**config.mk**
```make
export PLATFORM = sky130hd
export DESIGN_NAME = sarc_dev_flat
export DESIGN_NICKNAME = d
export VERILOG_FILES = /design/src/design/sarc_pkg.sv /design/src/design/sarc_if.sv /design/src/design/sarc_sync.sv /design/src/design/sarc_dev.sv /design/src/flat_wrapper.sv
export SDC_FILE = /design/constraint.sdc
export NUM_CORES = 1
export LEC_CHECK = 0
export BUFFER_PORTS_ARGS = -buffer_cell sky130_fd_sc_hd__buf_2
export CAP_MARGIN = 20
export CORE_UTILIZATION = 45
export DETAILED_ROUTE_END_ITERATION = 10
export PLACE_DENSITY_LB_ADDON = 0.3
export SYNTH_ARGS = -nofsm -noshare
export SYNTH_HDL_FRONTEND = slang
export SYNTH_SLANG_ARGS = --single-unit
```
**constraint.sdc**
```tcl
create_clock -name clk_i -period 1.7 [get_ports clk_i]
set_input_delay 0.425 -clock clk_i [delete_from_list [all_inputs] [get_ports clk_i]]
set_output_delay 0.425 -clock clk_i [all_outputs]
set_load 0.03 [all_outputs]
```
**src/design/sarc_pkg.sv**
```systemverilog
// sarc_pkg: shared constants and types for the converter control link.
// assumes a single 200 MHz clock shared by both ends.
package sarc_pkg;
  localparam int          SARC_CLK_MHZ      = 200;
  localparam int          SARC_CONV_NS      = 3000;
  localparam int          SARC_CONV_CYC     = (SARC_CONV_NS * SARC_CLK_MHZ + 999) / 1000;
  localparam int          SARC_REACQ_NS     = 1000;
  localparam int          SARC_REACQ_CYC    = (SARC_REACQ_NS * SARC_CLK_MHZ + 999) / 1000;
  localparam int          SARC_RES_W        = 12;
  localparam int          SARC_BUS_W        = 12;
  localparam logic [11:0] SARC_RESULT_RST   = 12'h000;
  localparam logic [11:0] SARC_SAMPLE_RST   = 12'h000;
  localparam int          SARC_HI_LO        = 8;
  localparam int          SARC_HI_TOP       = 11;
  localparam int          SARC_ZERO_LO      = 4;
  localparam int          SARC_HOLD_CYC     = 2;
  typedef enum logic [1:0] {
    SARC_MODE_SLOW_PAR,
    SARC_MODE_SLOW_BYTE,
    SARC_MODE_ROM_PAR,
    SARC_MODE_ROM_BYTE
  } sarc_mode_e;
endpackage

```
**src/design/sarc_if.sv**
```systemverilog
// sarc_if: parallel bus between host and converter control.
// assumes the testbench resolves the data wire from data_oe.
`timescale 1ns/1ps
interface sarc_if;
  logic        chip_select_n;
  logic        read_n;
  logic        byte_select_high;
  logic        busy_n;
  logic [11:0] data_out;
  logic        data_oe;
  modport dev  (input chip_select_n, input read_n, input byte_select_high,
                output busy_n, output data_out, output data_oe);
  modport host (output chip_select_n, output read_n, output byte_select_high,
                input busy_n, input data_out, input data_oe);
endinterface

```
**src/design/sarc_sync.sv**
```systemverilog
// sarc_sync: three-stage synchroniser, change taken when stages two and three agree.
// assumes the input may come from another clock domain.
`timescale 1ns/1ps
module sarc_sync #(
  parameter int          W   = 3,
  parameter logic [2:0]  RST = 3'h7
) (
  input  wire logic         clk_i,
  input  wire logic         nrst_i,
  input  wire logic [W-1:0] d_i,
  output logic      [W-1:0] q_o
);
  logic [W-1:0] s1_q, s2_q, s3_q;
  always_ff @(posedge clk_i) begin
    if (!nrst_i) begin
      s1_q <= RST[W-1:0];
      s2_q <= RST[W-1:0];
      s3_q <= RST[W-1:0];
      q_o  <= RST[W-1:0];
    end else begin
      s1_q <= d_i;
      s2_q <= s1_q;
      s3_q <= s2_q;
      for (int i = 0; i < W; i++) begin
        if (s2_q[i] == s3_q[i]) begin
          q_o[i] <= s3_q[i];
        end
      end
    end
  end
endmodule

```
**src/design/sarc_dev.sv**
```systemverilog
// sarc_dev: converter control end, start gating, busy, result latch, byte mux.
// assumes control pins may be asynchronous; sample_i is the converter's digital code.
`timescale 1ns/1ps
module sarc_dev
  import sarc_pkg::*;
#(
  parameter int CONV_CYC = sarc_pkg::SARC_CONV_CYC
) (
  input  wire logic        clk_i,
  input  wire logic        nrst_i,
  sarc_if.dev              bus,
  input  wire logic [11:0] sample_i,
  output logic             conv_done_o
);
  import sarc_pkg::*;

  typedef enum logic {SARC_IDLE, SARC_CONV} sarc_st_e;
  typedef struct packed {
    sarc_st_e    st;
    logic [15:0] cnt;
    logic [11:0] result;
    logic        busy_n;
    logic [11:0] data;
    logic        oe;
    logic        armed;
    logic        done;
  } sarc_dev_s;

  sarc_dev_s   s_q, s_d;
  logic [2:0]  pins;

  // control pins resynchronised; costs up to a few cycles of start lag
  // reset value matches the idle pins (deselected, even address) so no false edge follows reset
  sarc_sync #(.W(3), .RST(3'h6)) u_sync (
    .clk_i  (clk_i),
    .nrst_i (nrst_i),
    .d_i    ({bus.chip_select_n, bus.read_n, bus.byte_select_high}),
    .q_o    (pins)
  );

  function automatic logic [11:0] sarc_mux(input logic [11:0] r, input logic hb);
    logic [11:0] v;
    v = r;
    if (hb) begin
      v[SARC_HI_LO-1:SARC_ZERO_LO] = 4'h0;
      v[SARC_ZERO_LO-1:0] = r[SARC_HI_TOP:SARC_HI_LO];
    end
    return v; // top four lines keep the MSBs in every case
  endfunction

  logic sel, start;
  always_comb begin
    sel   = !pins[2] && !pins[1];
    start = sel && !pins[0] && s_q.armed;
    s_d   = s_q;
    s_d.done = 1'b0;
    s_d.oe   = sel;
    s_d.data = sarc_mux(s_q.result, pins[0]);
    if (!sel) begin
      s_d.armed = 1'b1; // one start per read strobe
    end
    case (s_q.st)
      SARC_IDLE: begin
        if (start) begin
          s_d.st     = SARC_CONV;
          s_d.cnt    = 16'(CONV_CYC - 1);
          s_d.busy_n = 1'b0;
          s_d.armed  = 1'b0;
        end
      end
      SARC_CONV: begin
        // new requests are not looked at here
        if (s_q.cnt == 16'h0000) begin
          s_d.st     = SARC_IDLE;
          s_d.result = sample_i;
          s_d.busy_n = 1'b1; // released with the new data on the same edge
          s_d.data   = sarc_mux(sample_i, pins[0]);
          s_d.done   = 1'b1;
        end else begin
          s_d.cnt = s_q.cnt - 16'h0001;
        end
      end
      default: s_d.st = SARC_IDLE;
    endcase
    // high-byte read never starts, so busy stays high
  end

  always_ff @(posedge clk_i) begin
    if (!nrst_i) begin
      s_q.st     <= SARC_IDLE;
      s_q.cnt    <= 16'h0000;
      s_q.result <= SARC_RESULT_RST;
      s_q.busy_n <= 1'b1;
      s_q.data   <= 12'h000;
      s_q.oe     <= 1'b0;
      s_q.armed  <= 1'b1;
      s_q.done   <= 1'b0;
    end else begin
      s_q <= s_d;
    end
  end

  assign bus.busy_n   = s_q.busy_n;
  assign bus.data_out = s_q.data;
  assign bus.data_oe  = s_q.oe;
  assign conv_done_o  = s_q.done;
endmodule

```
**src/flat_wrapper.sv**
```systemverilog
// flat-port wrapper written by rule: the top's interface ports become plain ports
module sarc_dev_flat import sarc_pkg::*;
#(
  parameter int CONV_CYC = sarc_pkg::SARC_CONV_CYC
)
  (clk_i, nrst_i, sample_i, conv_done_o, bus_chip_select_n, bus_read_n, bus_byte_select_high, bus_busy_n, bus_data_out, bus_data_oe);
  sarc_if bus_i ();
  input  wire logic clk_i;
  input  wire logic nrst_i;
  input  wire logic [11:0] sample_i;
  output logic conv_done_o;
  input wire logic [$bits(bus_i.chip_select_n)-1:0] bus_chip_select_n;
  input wire logic [$bits(bus_i.read_n)-1:0] bus_read_n;
  input wire logic [$bits(bus_i.byte_select_high)-1:0] bus_byte_select_high;
  output wire logic [$bits(bus_i.busy_n)-1:0] bus_busy_n;
  output wire logic [$bits(bus_i.data_out)-1:0] bus_data_out;
  output wire logic [$bits(bus_i.data_oe)-1:0] bus_data_oe;
  assign bus_i.chip_select_n = bus_chip_select_n;
  assign bus_i.read_n = bus_read_n;
  assign bus_i.byte_select_high = bus_byte_select_high;
  assign bus_busy_n = bus_i.busy_n;
  assign bus_data_out = bus_i.data_out;
  assign bus_data_oe = bus_i.data_oe;
  sarc_dev #(.CONV_CYC(CONV_CYC)) u_core (.clk_i(clk_i), .nrst_i(nrst_i), .bus(bus_i), .sample_i(sample_i), .conv_done_o(conv_done_o));
endmodule
```
==> impl_metrics.yaml, run 1 <==
floorplanning:
  ios: 32
  die_y_um: 75.60
  placementRows: 26
  die-area_um2: 5715
  core_um2: 5172
  initial_utilization: 0.4712
  die_w_um: 75.60
layout:
  fillCellCount: 451
  final_cell_mix: "54 x dfxtp_1, 31 x buf_2, 31 x buf_4"
  area_growth_pct: 25.82
  diodes: 0
  final_layout_size_suffix_gt1_frac: 0.3428
  multi_input_area_um2: 1200
  stdcell_count: 388
  regArea_um2: 1145
  layout_commonest_cell: "dfxtp_1"
  nNetsFinal: 331
critical_path:
  required_ps: 1890
  slowest_delay_ps: 560
  reg2reg_slack_ps: 30
  end_kind: "flip-flop"
  endpoint: "u_core.s_q[38]"
  cp-start-kind: "flip-flop"
  critPathMaxFanout: 5
  cp.buffers_inverters: 1
  r2r_start: "u_core.s_q[39]"
  slowest_stage: "or4_4"
  r2r_cells: 5
  crit_cells: 5
  crit_type: "reg -> reg"
  arrival_ps: 1860
  r2r_end: "u_core.s_q[38]"
  startpoint: "u_core.s_q[39]"
  crit_family: "simple AND/OR/NAND/NOR gates"
  path_cells: "buf_4 > or4_4 > o2111ai_4 > or2_4 > a21oi_1"
power:
  combPwrFrac: 0.028
  power_frac_seq: 0.533
  p_clk_frac: 0.439
  powerDensity_nw_per_um2: 823.8
  switching_power_uw: 551.4
  swShare: 0.2183
  intPower_uw: 1975
  power_uw: 2526
  p_leak_uw: 0.001171
  vdd_drop_max_mv: 0.5746
timing:
  final_hold_viol_count: 0
  slew_viol_final: 0
  tightest_slew_ps: 506.3
  max_freq_mhz: 599.7
  period_minus_slack_ps: 1668
  slew_headroom: 0.6621
  rsz0062_at_grt: "true"
  post-route-period-util: 0.9809
  setup_viol: 0
  skew_ps: 6.014
clock_network:
  clockRootBuffer: "clkbuf_8"
  h-tree-depth: 3
  clk_pin_slew_worst_paths_ps: 60
  clk_latency_ps: 330
  max-clock-path-buffers: 2
  clock_sinks: 57
  cts_tree: "done"
  cts_buffers: 9
synthesis:
  async_flop_share: 0
  synth-main-ff-cell: "dfxtp_1"
  ys_warn_count: 0
  syn_avg_cell_area_um2: 9.267
  synth.top_cells.by_area: "dfxtp_1 47%, a21oi_1 6.2%, mux2i_1 5.3%"
  synth_cell_types: 40
  synth_xor_area_frac: 0
  synth_adder_area_share: 0.005133
  yosys.area_share.simple: 0.2315
  synth_top_area_cell: "dfxtp_1"
  synth-seq-cells: 57
  synthCells: 263
  syn_area_um2: 2437
  synth_top_family_by_area: "simple AND/OR/NAND/NOR gates"
  synth_top_area_share: 0.4682
  ys_seq_area_frac: 0.4682
  synth_edf_count: 0
  synth_compound_area_frac: 0.1689
  synth_mux_area_frac: 0.05339
  synth_nets: 281
route:
  first_iter_violations: 122
  finalWirelength_mm: 5.089
  wl_per_cell_um: 13.12
  drc: 0
  dr.pass1.iters: 4
  ant_nets: 0
  vias: 2047
  vias_per_cell: 5.276
placement:
  dp.cells: 368
  io_buffers: 31
  dp_hpwl_mm: 3.375
  gp_congestion: 0.7882
grt:
  grt.total_usage: 0.1959
  grt_max_degree: 32
  grt_first_pass_wirelength_mm: 8.086
  grt_pass1_vias: 1783
  antenna_found_initial: 0
  grt-ovfl-total: 0
min_path:
  hp-class: "in -> reg"
flow_run:
  max_cap_violations: 0
outcome:
  status: "finished, final reports clean"
logic make-up (layout without fill, tap and decap cells):
group,Yosys count,count (layout)
adder cells (fa/ha/maj),1,1
flip-flops,57,57
buffers and inverters,32,87
multiplexers,13,13
AO/OA/AOI/OAI,67,67
AND/OR/NAND/NOR,93,93
Yosys cell counts (2+ instances only):
library cell and n:
a2111oi_0 4, a211o_1 2, a211oi_1 8, a21oi_1 30, and2_1 3, and3_1 2
and4_1 2, buf_4 13, clkbuf_1 12, dfxtp_1 57, inv_1 5, mux2i_1 13
nand2_1 9, nand2b_1 16, nand3_1 22, nor2_1 9, nor2b_1 4, nor3_1 8
nor4_1 3, o21ai_0 17, or2_2 2, or3_1 3, or4_4 2
final cells by class:
class,instances,share of cell area
Multi-Input combinational cell,174,0.3913
Tap cell,70,0.02856
Sequential cell,57,0.3733
Clock inverter,3,0.004896
Clock buffer,13,0.05182
Timing Repair Buffer,66,0.1440
Inverter,5,0.006120
sequential cells by signal, summed over array words and instances, names as in the netlist:
name	count
u_core.s_q	30
u_core.bus.data_out	12
u_core.u_sync.q_o	3
u_core.u_sync.s1_q	3
u_core.u_sync.s2_q	3
u_core.u_sync.s3_q	3
u_core.bus.busy_n	1
u_core.bus.data_oe	1
u_core.conv_done_o	1
worst min path at each step:
stage / from / end / slack (ps) / depth (start not counted)
global placement: u_core.u_sync.s1_q[2] / u_core.u_sync.s2_q[2] / 390 / 1
floorplan: u_core.u_sync.s1_q[1] / u_core.u_sync.s2_q[1] / 390 / 1
detailed placement: u_core.u_sync.s1_q[1] / u_core.u_sync.s2_q[1] / 390 / 1
finish: bus_chip_select_n / u_core.u_sync.s1_q[2] / 270 / 2
global route: bus_read_n / u_core.u_sync.s1_q[1] / 260 / 2
CTS: bus_chip_select_n / u_core.u_sync.s1_q[2] / 250 / 2
power by group through the flow:
stage | clock network (uW) | registers [uW] | logic [uW]
finish | 1110 | 1350 | 69.8
global route | 1210 | 1350 | 77.5
CTS | 1140 | 1350 | 67.3
detailed placement | 0 | 1380 | 67.0
global placement | 0 | 1380 | 66.1
floorplan | 0 | 1380 | 34.7
layer usage:
metal	wire length, um	global-route usage
met2	2404	0.3006
met1	2437	0.2473
met4	65	0.09259
met3	183	0.06746
met5	0	0
through the flow:
stage / instance area, um2 / setup WS, ps / TNS [ps] / utilization / hold WS [ps]
final: 3067 / 32.43 / 0 / 0.5929 / 267.8
after global routing: 3067 / -43.28 / -154.4 / 0.5929 / 257.2
after CTS: 2940 / 33.25 / 0 / 0.5685 / 250.4
after detailed placement: 2766 / 45.19 / 0 / 0.5348 / 392.5
after global placement: 2766 / 30.75 / 0 / 0.5348 / 387.7
after floorplan: 2437 / 141.2 / 0 / - / 386.3
what timing repair did:
item	in CTS	in global routing
hold buffers	0	0
gates resized for setup	0	30
endpoints found under the setup margin	0	27
setup buffers	0	4
No activity file was read; power rests on OpenSTA's default activity.
==> inputs of run 2 (changes only) <==
Settings changed: CORE_ASPECT_RATIO set to 1.1.
==> impl_metrics.yaml, run 2 (synthesis results as in run 1) <==
critical_path:
  required_ps: 1920
  cp-start-kind: "flip-flop"
  reg2reg_slack_ps: 30
  startpoint: "u_core.s_q[41]"
  crit_type: "reg -> reg"
  r2r_end: "u_core.s_q[40]"
  r2r_start: "u_core.s_q[41]"
  critPathMaxFanout: 5
  r2r_cells: 5
  end_kind: "flip-flop"
  arrival_ps: 1890
floorplanning:
  die-area_um2: 5715
  core_um2: 5101
  ios: 32
  die_y_um: 79.19
  placementRows: 27
  die_w_um: 72.17
  initial_utilization: 0.4778
timing:
  tightest_slew_ps: 345.7
  setup_viol: 0
  post-route-period-util: 0.9853
  slew_viol_final: 0
  max_freq_mhz: 597.0
  slew_headroom: 0.7687
  final_hold_viol_count: 0
  holdWs_ps: 269.6
  skew_ps: 9.035
  rsz0062_at_grt: "true"
  period_minus_slack_ps: 1675
clock_network:
  cts_buffers: 9
  clock_sinks: 57
  clk_pin_slew_worst_paths_ps: 60
  clockRootBuffer: "clkbuf_8"
  h-tree-depth: 3
  cts_tree: "done"
  max-clock-path-buffers: 2
  clk_latency_ps: 340
layout:
  final_cell_mix: "54 x dfxtp_1, 31 x buf_2, 27 x buf_4"
  design_area_um2: 3132
  largest_reg_flops: 30
  final_layout_size_suffix_gt1_frac: 0.3726
  fillCellCount: 417
  top_register: "u_core.s_q"
  diodes: 0
  area_growth_pct: 28.49
  nNetsFinal: 328
  layout_commonest_cell: "dfxtp_1"
placement:
  dp_hpwl_mm: 3.512
  io_buffers: 31
  gp_congestion: 0.8318
  placed_cell_area_um2: 2746
grt:
  antenna_found_initial: 0
  grt-ovfl-total: 0
  grt_pass1_vias: 1950
  grt_first_pass_wirelength_mm: 8.569
  grt_max_degree: 22
  grt.total_usage: 0.1967
power:
  combPwrFrac: 0.029
  switching_power_uw: 568.7
  vdd_drop_max_mv: 0.4230
  intPower_uw: 1929
  power_frac_seq: 0.539
  swShare: 0.2277
  p_clk_frac: 0.431
  p_leak_uw: 0.001174
  powerDensity_nw_per_um2: 797.7
route:
  vias: 2080
  dr.pass1.iters: 4
  wl_per_cell_um: 14.29
  vias_per_cell: 5.389
  ant_nets: 0
  finalWirelength_mm: 5.515
  first_iter_violations: 154
  drc: 0
outcome:
  status: "finished, final reports clean"
min_path:
  worstHoldStart: "bus_read_n"
  hold_depth: 2
  min_to: "u_core.u_sync.s1_q[1]"
  hp-class: "in -> reg"
flow_run:
  max_cap_violations: 0
run 2: changes by cell type in the layout (fill, tap and decap cells not counted), moves of 2 or more:
| cell | before | now |
|---|---|---|
| a21oi_1 | 29 | 26 |
| a21oi_2 | 1 | 4 |
| a211oi_1 | 5 | 7 |
| a211oi_2 | 3 | 1 |
| o21ai_4 | 0 | 2 |
| buf_4 | 31 | 27 |
| o21ai_0 | 12 | 7 |
| o21ai_1 | 5 | 3 |
| nor4_2 | 3 | 1 |
| o21ai_2 | 0 | 5 |
run 2: critical path, stage by stage (launching register included):
cell,delay (ps)
dfxtp_2,340
buf_4,140
or4_4,580
o2111ai_4,290
nor3_1,90
mux2i_1,130
run 2: final cells by class:
cell class                 count  area (um2)  share of cell area
sequential                    57        1145              0.3656
clock inverter                 3       17.52            0.005593
multi-input combinational    174        1292              0.4127
inverter                       5       18.77            0.005993
tap                           72       90.09             0.02877
clock buffer                  12       145.1             0.04634
timing repair buffer          63       422.9              0.1350
run 2: worst max path at each step:
stage / to / slack [ps] / depth (start not counted)
after global placement: u_core.bus.data_out[0] / 30 / 4
after CTS: u_core.bus.data_out[0] / -4 / 5
after detailed placement: u_core.bus.data_out[0] / -50 / 4
after global routing: u_core.bus.data_out[3] / -80 / 5
after floorplan: u_core.s_q[29] / 140 / 4
final: u_core.s_q[40] / 30 / 5
run 2: through the flow:
step	TNS, ps	cells	setup WS [ps]	power, uW	utilization
2_1_floorplan	0	263	141.2	1411	-
3_5_place_dp	-51.38	367	-45.77	1444	0.5384
5_1_grt	-381.2	386	-75.47	2597	0.6139
6_report	0	386	25.04	2498	0.6139
3_3_place_gp	0	367	33.27	1442	0.5384
4_1_cts	-3.788	382	-3.788	2505	0.5708
run 2: repair_timing:
item / CTS / global route
cloned: 0 / 0
buffers inserted: 0 / 4
hold buffers: 0 / 0
pin swaps: 1 / 7
resized for setup: 2 / 52
setup endpoints to repair: 2 / 35
run 2: power by group through the flow:
| stage | logic (uW) | clock network (uW) | registers [uW] |
|---|---|---|---|
| final | 73.0 | 1080 | 1350 |
| after global routing | 81.0 | 1170 | 1350 |
| after CTS | 67.4 | 1090 | 1350 |
| after detailed placement | 67.1 | 0 | 1380 |
| after global placement | 65.5 | 0 | 1380 |
| after floorplan | 34.7 | 0 | 1380 |
run 2: per-layer routing:
layer  vias up  share of wire  track usage
met3        10          0.038      0.06599
met1       992           0.44       0.2334
met5         -              0            0
met2        44           0.50       0.3159
li1       1034              -            -
met4         0          0.015      0.09608
